### src/verilog/xcvr_consts.svh
// constants for the registered bus transceiver: offsets, fields, resets
// Overview of operation
// RULE1: Data passed between port A and port B, live or stored, is never inverted.
// RULE2: A rising edge of the A-to-B capture clock loads port A into the A-side store, and the B-to-A clock loads port B into the B-side store.
// RULE3: Without a rising capture edge, both stores keep their contents whatever the other controls do.
// RULE4: Capture is never gated by the output enable or the direction control.
// RULE5: The active-low output enable and the direction control decide which port drives, and with the enable high neither port drives.
// RULE6: With the enable low, direction high drives port B from A, and direction low drives port A from B.
// RULE7: In isolation both ports are inputs while either store may still capture.
// RULE8: Each source select picks live opposite-port data when low and the stored word when high.
// RULE9: In transceiver mode the input port may be stored into either store or both.
// RULE10: The outside logic drives only the ports that are inputs, one port when enabled and both in isolation.
// RULE11: The stores have no reset and hold unknown data until their first capture edge.
`ifndef XCVR_CONSTS_SVH
`define XCVR_CONSTS_SVH

// register byte offsets
`define CTRL_OFFSET 4'h0
`define STORE_OFFSET 4'h4
`define LOG_OFFSET 4'h8
`define LOG_STAT_OFFSET 4'hC

// control register fields
`define CTRL_OE_N_BIT 0
`define CTRL_DIR_BIT 1
`define CTRL_B_SRC_BIT 2
`define CTRL_A_SRC_BIT 3

// store and log fields
`define STORE_B_LSB 8
`define LOG_VALID_BIT 31
`define LOG_STAT_READY_BIT 31

// reset values: isolation, live data on both paths
`define CTRL_OE_N_RESET 1'b1
`define CTRL_DIR_RESET 1'b0
`define CTRL_SRC_RESET 1'b0

// fifo depth in words
`define LOG_DEPTH 16

`endif

### src/verilog/xcvr_pkg.sv
// types shared by the registered bus transceiver
package xcvr_pkg;

  // control bits steering the port drivers
  typedef struct packed {
    logic a_port_source_select;
    logic b_port_source_select;
    logic dir;
    logic oe_n;
  } ctrl_s;

endpackage : xcvr_pkg

### src/verilog/registered_transceiver.sv
// registered bus transceiver with capture log fifo and avalon-mm registers
`timescale 1ns/100ps
`include "xcvr_consts.svh"

////////////////////////////////////////////////////////////////////////////
// simple synchronous fifo, one push and one pop per cycle
module capture_fifo #(
  parameter int WIDTH = 18,
  parameter int DEPTH = 16
) (
  input wire logic sys_clk,
  input wire logic rstn,
  input wire logic in_valid,
  output logic in_ready,
  input wire logic [WIDTH-1:0] in_data,
  output logic out_valid,
  input wire logic out_ready,
  output logic [WIDTH-1:0] out_data,
  output logic [$clog2(DEPTH):0] count
);
  // pointers wrap on their own, so DEPTH must be a power of two
  localparam int AW = $clog2(DEPTH);

  typedef struct packed {
    logic [AW-1:0] wr_ptr;
    logic [AW-1:0] rd_ptr;
    logic [AW:0] count;
  } fifo_state_s;

  fifo_state_s q;
  fifo_state_s next_q;
  logic [WIDTH-1:0] mem [DEPTH];
  logic push;
  logic pop;
  logic full;
  logic empty;

  // handshakes on both sides; full and empty follow the count
  assign full = (q.count == (AW+1)'(DEPTH));
  assign empty = (q.count == '0);
  assign in_ready = !full;
  assign out_valid = !empty;
  assign push = in_valid && in_ready;
  assign pop = out_valid && out_ready;
  assign out_data = mem[q.rd_ptr];
  assign count = q.count;

  // pointer and count update
  always_comb begin
    next_q = q;
    if (push) begin
      next_q.wr_ptr = q.wr_ptr + 1'b1;
    end
    if (pop) begin
      next_q.rd_ptr = q.rd_ptr + 1'b1;
    end
    case ({push, pop})
      2'b10: next_q.count = q.count + 1'b1;
      2'b01: next_q.count = q.count - 1'b1;
      default: next_q.count = q.count;
    endcase
  end

  always_ff @(posedge sys_clk or negedge rstn) begin
    if (!rstn) begin
      q <= '0;
    end else begin
      q <= next_q;
    end
  end

  // storage carries no reset, it is only read behind valid
  always_ff @(posedge sys_clk) begin
    if (push) begin
      mem[q.wr_ptr] <= in_data;
    end
  end

endmodule : capture_fifo

////////////////////////////////////////////////////////////////////////////
// the transceiver proper
module registered_transceiver
  import xcvr_pkg::*;
#(
  parameter int WIDTH = 8,
  parameter int LOG_DEPTH = `LOG_DEPTH
) (
  input wire logic sys_clk,
  input wire logic rstn,
  // avalon-mm slave
  input wire logic [3:0] address,
  input wire logic read,
  input wire logic write,
  input wire logic [31:0] writedata,
  input wire logic [3:0] byteenable,
  output logic [31:0] readdata,
  output logic waitrequest,
  // capture clocks, sampled on sys_clk
  input wire logic a_to_b_capture_clock,
  input wire logic b_to_a_capture_clock,
  // two-way port a
  input wire logic [WIDTH-1:0] port_a_lines_in,
  output logic [WIDTH-1:0] port_a_lines_out,
  output logic port_a_lines_oe,
  // two-way port b
  input wire logic [WIDTH-1:0] port_b_lines_in,
  output logic [WIDTH-1:0] port_b_lines_out,
  output logic port_b_lines_oe,
  // capture log has room
  output logic capture_log_ready
);
  // log entry: both edge flags and both port words
  localparam int EW = 2 * WIDTH + 2;
  localparam int CW = $clog2(LOG_DEPTH) + 1;

  typedef struct packed {
    ctrl_s ctrl;
    logic [WIDTH-1:0] a_side_store;
    logic [WIDTH-1:0] b_side_store;
    logic cab_prev;
    logic cba_prev;
    logic [WIDTH-1:0] port_a_out;
    logic [WIDTH-1:0] port_b_out;
    logic a_oe;
    logic b_oe;
    logic waitrequest;
    logic [31:0] readdata;
    logic push;
    logic [EW-1:0] push_data;
    logic pop;
    logic log_ready;
  } xcvr_state_s;

  xcvr_state_s q;
  xcvr_state_s next_q;
  // edge detect and bus handshake
  logic cab_rise;
  logic cba_rise;
  logic take;
  logic commit;
  // log fifo wiring
  logic fifo_in_ready;
  logic fifo_out_valid;
  logic [EW-1:0] fifo_out_data;
  logic [CW-1:0] fifo_count;

  ////////////////////////////////////////////////////////////////////////////
  // capture history; a full log drops entries but never blocks a capture
  capture_fifo #(
    .WIDTH(EW),
    .DEPTH(LOG_DEPTH)
  ) capture_fifo_inst (
    .sys_clk(sys_clk),
    .rstn(rstn),
    .in_valid(q.push),
    .in_ready(fifo_in_ready),
    .in_data(q.push_data),
    .out_valid(fifo_out_valid),
    .out_ready(q.pop),
    .out_data(fifo_out_data),
    .count(fifo_count)
  );

  ////////////////////////////////////////////////////////////////////////////
  // rising edges of the capture clocks
  assign cab_rise = a_to_b_capture_clock && !q.cab_prev;
  assign cba_rise = b_to_a_capture_clock && !q.cba_prev;
  // a bus request is answered one cycle after it is first seen
  assign take = (read || write) && q.waitrequest;
  // the answer cycle, where a held write is committed
  assign commit = (read || write) && !q.waitrequest;

  ////////////////////////////////////////////////////////////////////////////
  // next state: captures, port drivers, capture log and bus slave
  always_comb begin
    next_q = q;

    // capture clock history for the edge detectors
    next_q.cab_prev = a_to_b_capture_clock;
    next_q.cba_prev = b_to_a_capture_clock;

    // stores load only on their own edge, independent of oe_n and dir
    if (cab_rise) begin
      next_q.a_side_store = port_a_lines_in; // RULE2 RULE4 RULE7 RULE9
    end
    if (cba_rise) begin
      next_q.b_side_store = port_b_lines_in; // RULE2 RULE4 RULE7 RULE9
    end
    // otherwise the stores keep their value through next_q = q  RULE3

    // log every capture edge with both words
    next_q.push = cab_rise || cba_rise;
    next_q.push_data = {cba_rise, cab_rise, port_b_lines_in, port_a_lines_in};
    // one cycle late, good enough for software polling
    next_q.log_ready = fifo_in_ready;

    // port b data: live port a or the a-side store, never inverted
    if (q.ctrl.b_port_source_select) begin
      next_q.port_b_out = q.a_side_store; // RULE1 RULE8
    end else begin
      next_q.port_b_out = port_a_lines_in; // RULE1 RULE8
    end
    // port a data: live port b or the b-side store, never inverted
    if (q.ctrl.a_port_source_select) begin
      next_q.port_a_out = q.b_side_store; // RULE1 RULE8
    end else begin
      next_q.port_a_out = port_b_lines_in; // RULE1 RULE8
    end

    // drivers: one port at most, none while disabled
    next_q.a_oe = 1'b0; // RULE5
    next_q.b_oe = 1'b0; // RULE5
    if (!q.ctrl.oe_n) begin
      if (q.ctrl.dir) begin
        next_q.b_oe = 1'b1; // RULE6
      end else begin
        next_q.a_oe = 1'b1; // RULE6
      end
    end

    // bus slave: one wait cycle, then the answer for one cycle
    next_q.waitrequest = !take;
    next_q.pop = 1'b0;
    // a write lands at the edge that ends its answer cycle
    if (commit && write && (address == `CTRL_OFFSET) && byteenable[0]) begin
      next_q.ctrl.oe_n = writedata[`CTRL_OE_N_BIT];
      next_q.ctrl.dir = writedata[`CTRL_DIR_BIT];
      next_q.ctrl.b_port_source_select = writedata[`CTRL_B_SRC_BIT];
      next_q.ctrl.a_port_source_select = writedata[`CTRL_A_SRC_BIT];
    end
    // read data is fetched as the request is taken, so it stands next cycle
    if (take && read) begin
      next_q.readdata = 32'h0000_0000;
      case (address)
        `CTRL_OFFSET: begin
          next_q.readdata[`CTRL_OE_N_BIT] = q.ctrl.oe_n;
          next_q.readdata[`CTRL_DIR_BIT] = q.ctrl.dir;
          next_q.readdata[`CTRL_B_SRC_BIT] = q.ctrl.b_port_source_select;
          next_q.readdata[`CTRL_A_SRC_BIT] = q.ctrl.a_port_source_select;
        end
        `STORE_OFFSET: begin
          next_q.readdata[WIDTH-1:0] = q.a_side_store;
          next_q.readdata[`STORE_B_LSB +: WIDTH] = q.b_side_store;
        end
        `LOG_OFFSET: begin
          // an empty log reads with the valid bit low and pops nothing
          next_q.readdata[EW-1:0] = fifo_out_data;
          next_q.readdata[`LOG_VALID_BIT] = fifo_out_valid;
          next_q.pop = fifo_out_valid;
        end
        `LOG_STAT_OFFSET: begin
          next_q.readdata[CW-1:0] = fifo_count;
          next_q.readdata[`LOG_STAT_READY_BIT] = fifo_in_ready;
        end
        default: begin
          next_q.readdata = 32'h0000_0000; // unmapped reads as zero
        end
      endcase
    end
  end

  ////////////////////////////////////////////////////////////////////////////
  // stores are left out of the reset branch so they power up unknown
  always_ff @(posedge sys_clk or negedge rstn) begin
    if (!rstn) begin
      // control comes up isolated with live data selected
      q.ctrl.oe_n <= `CTRL_OE_N_RESET;
      q.ctrl.dir <= `CTRL_DIR_RESET;
      q.ctrl.b_port_source_select <= `CTRL_SRC_RESET;
      q.ctrl.a_port_source_select <= `CTRL_SRC_RESET;
      // history reads high, so a clock held high at release is no edge
      q.cab_prev <= 1'b1;
      q.cba_prev <= 1'b1;
      // both ports released
      q.port_a_out <= '0;
      q.port_b_out <= '0;
      q.a_oe <= 1'b0;
      q.b_oe <= 1'b0;
      // bus slave waiting, log idle
      q.waitrequest <= 1'b1;
      q.readdata <= 32'h0000_0000;
      q.push <= 1'b0;
      q.push_data <= '0;
      q.pop <= 1'b0;
      q.log_ready <= 1'b0;
    end else begin
      q <= next_q; // RULE11
    end
  end

  ////////////////////////////////////////////////////////////////////////////
  // bus slave outputs, straight from the state flops
  assign readdata = q.readdata;
  assign waitrequest = q.waitrequest;

  // port drivers
  assign port_a_lines_out = q.port_a_out;
  assign port_a_lines_oe = q.a_oe;
  assign port_b_lines_out = q.port_b_out;
  assign port_b_lines_oe = q.b_oe;

  // log status
  assign capture_log_ready = q.log_ready;

endmodule : registered_transceiver

### config.mk
export PLATFORM = sky130hd
export DESIGN_NAME = registered_transceiver
export DESIGN_NICKNAME = d
export VERILOG_FILES = /design/src/verilog/xcvr_pkg.sv /design/src/verilog/registered_transceiver.sv
export VERILOG_INCLUDE_DIRS = /design/src /design/src/verilog
export SDC_FILE = /design/constraint.sdc
export NUM_CORES = 1
export LEC_CHECK = 0
export BUFFER_PORTS_ARGS = -buffer_cell sky130_fd_sc_hd__buf_2
export CORE_MARGIN = 4
export CORE_UTILIZATION = 46
export CTS_BUF_LIST = sky130_fd_sc_hd__clkbuf_8
export CTS_CLUSTER_DIAMETER = 40
export DETAILED_ROUTE_END_ITERATION = 8
export GPL_ROUTABILITY_DRIVEN = 0
export PLACE_DENSITY = 0.71
export REMOVE_ABC_BUFFERS = 1
export SLEW_MARGIN = 0
export SYNTH_ARGS = -nofsm -noshare
export SYNTH_HDL_FRONTEND = slang
export SYNTH_SLANG_ARGS = --single-unit
### constraint.sdc
create_clock -name sys_clk -period 2.7 [get_ports sys_clk]
set_input_delay 0.135 -clock sys_clk [delete_from_list [all_inputs] [get_ports sys_clk]]
set_output_delay 0.135 -clock sys_clk [all_outputs]
set_load 0.005 [all_outputs]
* Word-level counts from Yosys, hierarchy flattened *
Memory sizes are Yosys's and may differ from the RTL's.
Cells that the tools add are included.

word-level totals
  input port bits = 62
  memory bits (writable) = 288
  register bits after elaboration = 94
  memories = 1

operators by class
  eq/ne operators = 6
  add/subtract/negate cells = 4
  reductions and logical operators = 23
  muxes and demuxes = 15

memories
  name                   words  bits a word  rd ports  clocked after Yosys merged registers in  write ports  line                          source
  capture_fifo_inst.mem  16     18           1         0                                        1            registered_transceiver.sv:32  logic [WIDTH-1:0] mem [DEPTH];

operators by type and width
  kind                                                  number
  one-hot mux 11 bit (2 select lines)                   1
  2-to-1 mux 8 bit                                      2
  one-hot mux 4 bit (4 select lines)                    1
  logical AND 1 bit                                     10
  one-hot mux 5 bit (2 select lines)                    1
  adder 4 x 1 -> 4 bit (second input constant)          2
  equality test 4 bit (second input constant)           2
  logical NOT 1 bit                                     6
  2-to-1 mux 1 bit                                      6
  adder 5 x 1 -> 5 bit (second input constant)          1
  equality test 5 bit (second input constant)           1
  logical NOT 5 bit                                     1
  subtractor 5 x 1 -> 5 bit (second input constant)     1
  equality test 4 x 3 -> 1 bit (second input constant)  1
  logical NOT 4 bit                                     1
  2-to-1 mux 2 bit                                      2
  AND reduction 2 bit                                   2
  one-hot mux 1 bit (3 select lines)                    1
  equality test 2 x 1 -> 1 bit (second input constant)  1
  equality test 2 bit (second input constant)           1
  logical OR 1 bit                                      2
  one-hot mux 1 bit (2 select lines)                    1
  nonzero test 2 bit                                    1

* Logic depth before layout (Yosys ltp) *
Gate-level depths: netlist of run 1.

  depth after elaboration = 5
  depth in mapped cells = 12
  mapped depth without buffers = 10

* Hierarchy *
Synthesis of run 1 repeated with hierarchy kept, for this count alone.

unflattened totals
  cell total of the unflattened synthesis = 831
  area, all modules = 15140.8 µm²

by module, submodules not included
  module                  cells each  seq. area each (µm²)  area each (µm²)  instances
  capture_fifo            614         8973.6                11875.1          1
  registered_transceiver  217         2112.0                3265.6           1

* Worst setup path after synthesis of run 1 *
No wires, ideal clock.

  path kind = register to register
  start = register capture_fifo_inst.q, in the netlist capture_fifo_inst.count[1]
  end = memory capture_fifo_inst.mem[3][0], enable pin
  data arrival time = 2.424 ns
  data required time = 2.284 ns
  library setup time = 0.416 ns
  stages on the path, launching flop included = 6
  period minus slack after synthesis = 2.840 ns
  slack = -0.140 ns
  cells stage by stage = dfrtp_1 clkbuf_1 nor4_2 a21boi_2 nand2_1 nor3_1

between the ends
  word-level cells in the longest chain between the ends = 5

ends and longest elaborated chain
  element                                 line                          source
  from (decl)                             registered_transceiver.sv:30  fifo_state_s q;
  from (signal assigned)                  registered_transceiver.sv:68  q <= next_q;
  equality test 5 bit                     registered_transceiver.sv:39  assign full = (q.count == (AW+1)'(DEPTH));
  logical NOT 1 bit                       registered_transceiver.sv:41  assign in_ready = !full;
  logical AND 1 bit                       registered_transceiver.sv:43  assign push = in_valid && in_ready;
  2-to-1 mux 1 bit                        registered_transceiver.sv:74  if (push) begin
  2-to-1 mux 1 bit (implied by the code)  registered_transceiver.sv:75  mem[q.wr_ptr] <= in_data;
  to (decl)                               registered_transceiver.sv:32

Every way passes these cells.

* Worst setup path after layout of run 1 *
  start = register capture_fifo_inst.q, in the netlist capture_fifo_inst.count[0]
  end = register capture_fifo_inst.q, in the netlist capture_fifo_inst.count[4]

between the ends
  word-level cells in the longest chain between the ends = 5
  elaborated cells on any way between the ends = 12
  those cells by class = 2 x add/sub; 3 x eq/ne; 1 x mux; 6 x reduce/logical

ends and longest elaborated chain
  element                                                                   line                          source
  logical NOT 5 bit *                                                       registered_transceiver.sv:40  assign empty = (q.count == '0);
  logical NOT 1 bit *                                                       registered_transceiver.sv:42  assign out_valid = !empty;
  logical AND 1 bit *                                                       registered_transceiver.sv:44  assign pop = out_valid && out_ready;
  named net capture_fifo_inst.pop                                           registered_transceiver.sv:34  logic pop;
  equality test 2 x 1 -> 1 bit or equality test 2 bit (tied branches)       registered_transceiver.sv:57  case ({push, pop})
  one-hot mux 5 bit (2 select lines) or nonzero test 2 bit (tied branches)  n/a

Mark *: on every way through the listed nets, which the timed path passes. The rest lies on a longest branch.
A chain may end at the register's enable or synchronous reset.

==> out/metrics.yaml, run 1 <==
synthFlopType: "edfxtp_1"
drtPass1Iterations: 5
critPathMaxStageDelay_ns: 0.54
grt_max_degree: 41
crit_path_max_fanout: 6
end_kind: "flip-flop"
worst_pin_slew_ns: 0.704
drc: 0
max_freq_ghz: 0.417
synth.cell_area_mm2: 0.0149
ant_nets: 0
dp_slack_ns: 0.287
drtIter0Drc: 644
drv_cap: 0
viasPerCell: 5.47
ys.warnings.count: 0
drt-total-wl_um: 32000
synth_edf_count: 304
grt_overflow: 0
cts_buffers: 59
p_sw_mw: 4.06
htreeDepth: 2
fp.dieH_um: 188
cp_slowest_cell: "nor4_2"
min_period_ns: 2.40
rsz0062_at_grt: "false"
synth_seq_cells: 382
async_reset_ff_frac: 0.204
clk_pin_slew_ns: 0.06
hold_viol_final: 0
post_cts_buffers: 0
drive_above_1_share: 0.355
core-area_mm2: 0.0318
fin_ws_ns: 0.300
power_frac_comb: 0.189
fin_crit_sh: 0.889
syn_avg_cell_area_um2: 19.6
io_buffers: 69
antenna_found_initial: 0
final_nets: 975
dp_hpwl_um: 19900
cts_tree: "built"
ys_seq_area_frac: 0.743
max-slew-margin-rel: 0.531
crit_path_start_kind: "flip-flop"
p_leak_nw: 6.23
holdWs_ns: 0.0473
fin_skew_ns: 0.0237
peakVddDrop_uv: 407
worstSkewPairLatency_ns: 0.59
cts_root_buf: "clkbuf_8"
hold_path_class: "input port to async pin"
grt_first_pass_wirelength_um: 49000
switching_share: 0.270
grt_usage: 0.183
num_vias: 7604
cp.required_ns: 3.18
dieWidth_um: 188
syn_to_final_growth_pct: 15.8
wl_per_cell_um: 23.0
cp_common_cell: "ha_1"
cts_resized: 0
n_antenna_cell: 0
start_util: 0.469
drv_slew: 0
p_int_mw: 11.0
yosysUniqueCellTypes: 53
setup_tns_ns: 0
arrival_ns: 2.88
setup_viol: 0
netlist_instances: 761
grt_pass1_vias: 7933
dieArea_mm2: 0.0354
criticalPathCategory: "flip-flop to flip-flop"
status: "completed"
pwr-share-clk: 0.314
ioPinCount: 114
cp_cell_sequence: "nor4_2 -> a21boi_1 -> ha_1 -> xor2_1 -> ha_1 -> and3b_1 -> o21ai_0 -> a21oi_1 -> xnor2_1"
core.rowCount: 65
p_per_area_mw_per_mm2: 872
cts_max_path_buffers: 3
p_seq_frac: 0.497
clock_sinks: 382
## synth_stat cells, types with 5 or more instances
cell type / number / area [um^2]
xnor2_1: 7 / 61.3
dfrtp_1: 74 / 1850
a222oi_1: 11 / 110
edfxtp_1: 304 / 9130
buf_4: 51 / 383
xor2_1: 6 / 52.6
a21oi_1: 10 / 50.1
inv_1: 5 / 18.8
nand3_1: 7 / 35.0
buf_2: 10 / 50.1
mux4_2: 69 / 1550
mux2_2: 26 / 293
clkbuf_1: 11 / 41.3
o211ai_1: 11 / 82.6
buf_6: 7 / 78.8
nor3_1: 7 / 35.0
mux2i_1: 12 / 120
nor2b_1: 6 / 37.5
nand2_1: 30 / 113
ha_1: 8 / 100
nor2_1: 16 / 60.1
o21ai_0: 8 / 40.0
and2_1: 6 / 37.5
## worst max-delay path, delay by kind of cell, from the launching register on
kind                     cells  cell delay (ns)
flip-flops                   1             0.45
AO/OA/AOI/OAI                3             0.42
AND/OR/NAND/NOR              2             0.70
adder cells (fa/ha/maj)      2             0.45
XOR/XNOR                     2             0.26
## final timing paths
path	startpoint	to	slack [ns]	cells past startpoint
max reg2reg	capture_fifo_inst.count[0]	capture_fifo_inst.count[4]	0.30	9
min	rstn	q[15]	0.05	2
max	capture_fifo_inst.count[0]	capture_fifo_inst.count[4]	0.30	9
max in group asynchronous	rstn	capture_fifo_inst.q[6]	1.32	4
min in group sys_clk	address[2]	readdata[1]	0.06	4
min reg2reg	q[91]	port_a_lines_oe	0.47	1
## kinds of logic after synthesis
kind of cell | after synthesis | share of synthesized area
AO/OA/AOI/OAI | 56 | 0.0282
XOR/XNOR | 13 | 0.00763
adder cells (fa/ha/maj) | 8 | 0.00671
buffers and inverters | 89 | 0.0399
flip-flops | 382 | 0.743
multiplexers | 110 | 0.137
other | 1 | 0.000251
AND/OR/NAND/NOR | 102 | 0.0368
## cell type report
type / count / area, um^2
well taps: 435 / 544
multi-input cells: 302 / 3340
clock buffers: 65 / 895
repair buffers: 154 / 1090
flip-flops and latches: 382 / 11100
inverters: 6 / 22.5
clock inverters: 47 / 293
fillers: 2404 / 14500
## stage by stage
step | instances | cell area (um^2) | util | power, mW
after global routing | 1391 | 17300 | 0.543 | 15.8
final | 1391 | 17300 | 0.543 | 15.1
after global placement | 1254 | 15800 | 0.498 | 10.4
after detailed placement | 1254 | 15800 | 0.498 | 10.5
after CTS | 1391 | 17300 | 0.543 | 15.2
after floorplan | 690 | 14400 | - | 9.43
## power groups by stage
stage          logic (mW)  registers (mW)  clock network, mW
6_report             2.85            7.48               4.72
5_1_grt              3.08            7.57               5.14
4_1_cts              2.88            7.50               4.82
3_5_place_dp         2.84            7.62                  0
3_3_place_gp         2.81            7.59                  0
2_1_floorplan        1.78            7.65                  0
## registers in the layout (all words and copies together) (netlist names)
name,cells
capture_fifo_inst.mem,288
q,42
readdata,19
capture_fifo_inst.q,8
port_a_lines_out,8
port_b_lines_out,8
capture_fifo_inst.count,5
capture_log_ready,1
port_a_lines_oe,1
port_b_lines_oe,1
waitrequest,1
## repair_timing
item                                   CTS  global route
endpoints found under the hold margin   93             0
setup endpoints to repair                0             0
hold buffers                            25             0
## layout by cell type (no fill, tap or decap), types with 6 or more instances in the layout
| cell | instances |
|---|---|
| clkinv_1 | 9 |
| mux4_2 | 69 |
| clkinv_2 | 9 |
| ha_1 | 8 |
| nand3_1 | 7 |
| and2_1 | 6 |
| edfxtp_1 | 304 |
| clkbuf_8 | 65 |
| nor2b_1 | 6 |
| a222oi_1 | 11 |
| dfrtp_1 | 72 |
| nor3_2 | 7 |
| mux2_2 | 26 |
| xor2_1 | 6 |
| o21ai_0 | 8 |
| nand2_1 | 30 |
| mux2i_1 | 12 |
| buf_2 | 68 |
| o211ai_1 | 11 |
| dlygate4sd3_1 | 25 |
| conb_1 | 13 |
| nor2_2 | 12 |
| xnor2_1 | 7 |
| inv_1 | 25 |
| a21oi_1 | 10 |
| buf_4 | 58 |
## routing by layer
metal	routed length [um]	GRT usage	up-vias
li1	-	-	3269
met1	13800	0.266	3991
met2	15100	0.285	294
met3	2390	0.0383	50
met4	618	0.0474	0
met5	0	0	-
No activity file was read; power rests on OpenSTA's default activity.
==> run 2: changes to the inputs <==
REMOVE_ABC_BUFFERS = unset   (was 1)
SKIP_CTS_REPAIR_TIMING = 1   (was unset)
==> run 2 against run 1 <==
- core utilization decreased by 0.52 points
- first-iteration DRC count decreased by 3.7%
- global-route usage is 1.1 points lower
- sequential share of layout area is 0.62 points higher
- flip-flop and latch count stayed put
- worst setup slack got worse by 0.020 ns
==> out/metrics.yaml, run 2 (same netlist as run 1, synthesis figures left out) <==
min_period_ns: 2.42
setup_viol: 0
holdWs_ns: 0.0598
drv_cap: 0
ant_nets: 0
final_nets: 956
drive_above_1_share: 0.340
dieWidth_um: 188
core.rowCount: 65
cts_max_path_buffers: 3
fin_cells: 1369
dp_hpwl_um: 19000
grt_pass1_vias: 7760
grt_overflow: 0
r2r_slack_ns: 0.28
peakVddDrop_uv: 387
fin_ws_ns: 0.279
drc: 0
top_regs: "capture_fifo_inst.mem: 288 flops, q: 42 flops, readdata: 19 flops"
switching_share: 0.270
worstSkewPairLatency_ns: 0.60
layout_commonest_cell: "edfxtp_1"
p_seq_frac: 0.496
clk_pin_slew_ns: 0.06
setup_tns_ns: 0
regArea_mm2: 0.0111
fin_skew_ns: 0.0217
grt_first_pass_wirelength_um: 46800
io_buffers: 69
top_register: "capture_fifo_inst.mem"
fp.dieH_um: 188
drtIter0Drc: 620
hold_viol_final: 0
antenna_found_initial: 0
syn_to_final_growth_pct: 14.7
arrival_ns: 2.89
wl_per_cell_um: 22.1
rsz0062_at_grt: "false"
cts_buffers: 56
htreeDepth: 2
layout_common_cells: "edfxtp_1 (304), dfrtp_1 (72), mux4_2 (69), buf_2 (68), clkbuf_8 (61)"
criticalPathCategory: "flip-flop to flip-flop"
p_int_mw: 10.9
fin_crit_sh: 0.897
dieArea_mm2: 0.0354
crit_path_start_kind: "flip-flop"
placed_cells: 1237
postPlaceCellArea_mm2: 0.0157
start_util: 0.469
worst_pin_slew_ns: 0.677
hold_path_class: "input port to async pin"
pwr-share-clk: 0.311
end_kind: "flip-flop"
viasPerCell: 5.49
fin_area_mm2: 0.0171
crit_path_max_fanout: 6
p_leak_nw: 6.11
largest_reg_flops: 288
num_vias: 7511
status: "completed"
cts_tree: "built"
p_sw_mw: 4.03
clock_sinks: 382
postLayoutCoreUtil: 0.538
max_freq_ghz: 0.413
grt_max_degree: 43
nFillCells: 2426
ioPinCount: 114
multi_input_area_mm2: 0.00333
cp.required_ns: 3.16
core-area_mm2: 0.0318
p_per_area_mw_per_mm2: 875
n_antenna_cell: 0
finalPower_mw: 15.0
max-slew-margin-rel: 0.549
power_frac_comb: 0.193
dp_slack_ns: 0.276
drtPass1Iterations: 5
cts_root_buf: "clkbuf_8"
drv_slew: 0
drt-total-wl_um: 30300
grt_usage: 0.172
==> run 2: cell types whose count changed in the layout (fill, tap and decap cells not counted), moves of 2 or more <==
cell | before | now
buf_4 | 58 | 41
clkbuf_8 | 65 | 61
clkinv_1 | 9 | 11
clkinv_2 | 9 | 12
inv_1 | 25 | 19
nor3_1 | 1 | 3
nor3_2 | 7 | 5
==> run 2: cell type report <==
| class | count | area share |
|---|---|---|
| clock buffers | 61 | 0.0491 |
| clock inverters | 45 | 0.0181 |
| inverters | 6 | 0.00132 |
| multi-input cells | 302 | 0.195 |
| flip-flops and latches | 382 | 0.649 |
| well taps | 435 | 0.0318 |
| repair buffers | 138 | 0.0566 |
==> run 2: worst max-delay path: stages (launching register included) <==
cell,delay (ns)
dfrtp_1,0.45
nor4_2,0.55
a21boi_1,0.17
ha_1,0.25
xor2_1,0.15
ha_1,0.21
and3b_1,0.16
o21ai_0,0.15
a21oi_1,0.10
xnor2_1,0.13
==> run 2: layer usage <==
metal  track usage  up-vias  part of all wire  wire, um
li1              -     3227                 -         -
met1         0.244     3951              0.43     12900
met2         0.279      288              0.50     15200
met3        0.0285       45             0.058      1760
met4        0.0486        0             0.016       485
met5             0        -                 0         0
==> run 2: worst paths after layout <==
check,startpoint,endpoint,depth (start not counted)
min,rstn,q[73],2
min in group sys_clk,address[2],readdata[0],4
max reg2reg,capture_fifo_inst.count[0],capture_fifo_inst.count[4],9
max in group asynchronous,rstn,q[18],3
max,capture_fifo_inst.count[0],capture_fifo_inst.count[4],9
min reg2reg,q[91],port_a_lines_oe,1
==> run 2: power by group through the flow <==
stage / combinational, mW / sequential, mW / clock [mW]
after global routing: 3.11 / 7.51 / 5.05
after CTS: 2.89 / 7.44 / 4.74
after detailed placement: 2.88 / 7.56 / 0
after floorplan: 2.36 / 7.23 / 0
final: 2.89 / 7.42 / 4.65
after global placement: 2.84 / 7.52 / 0
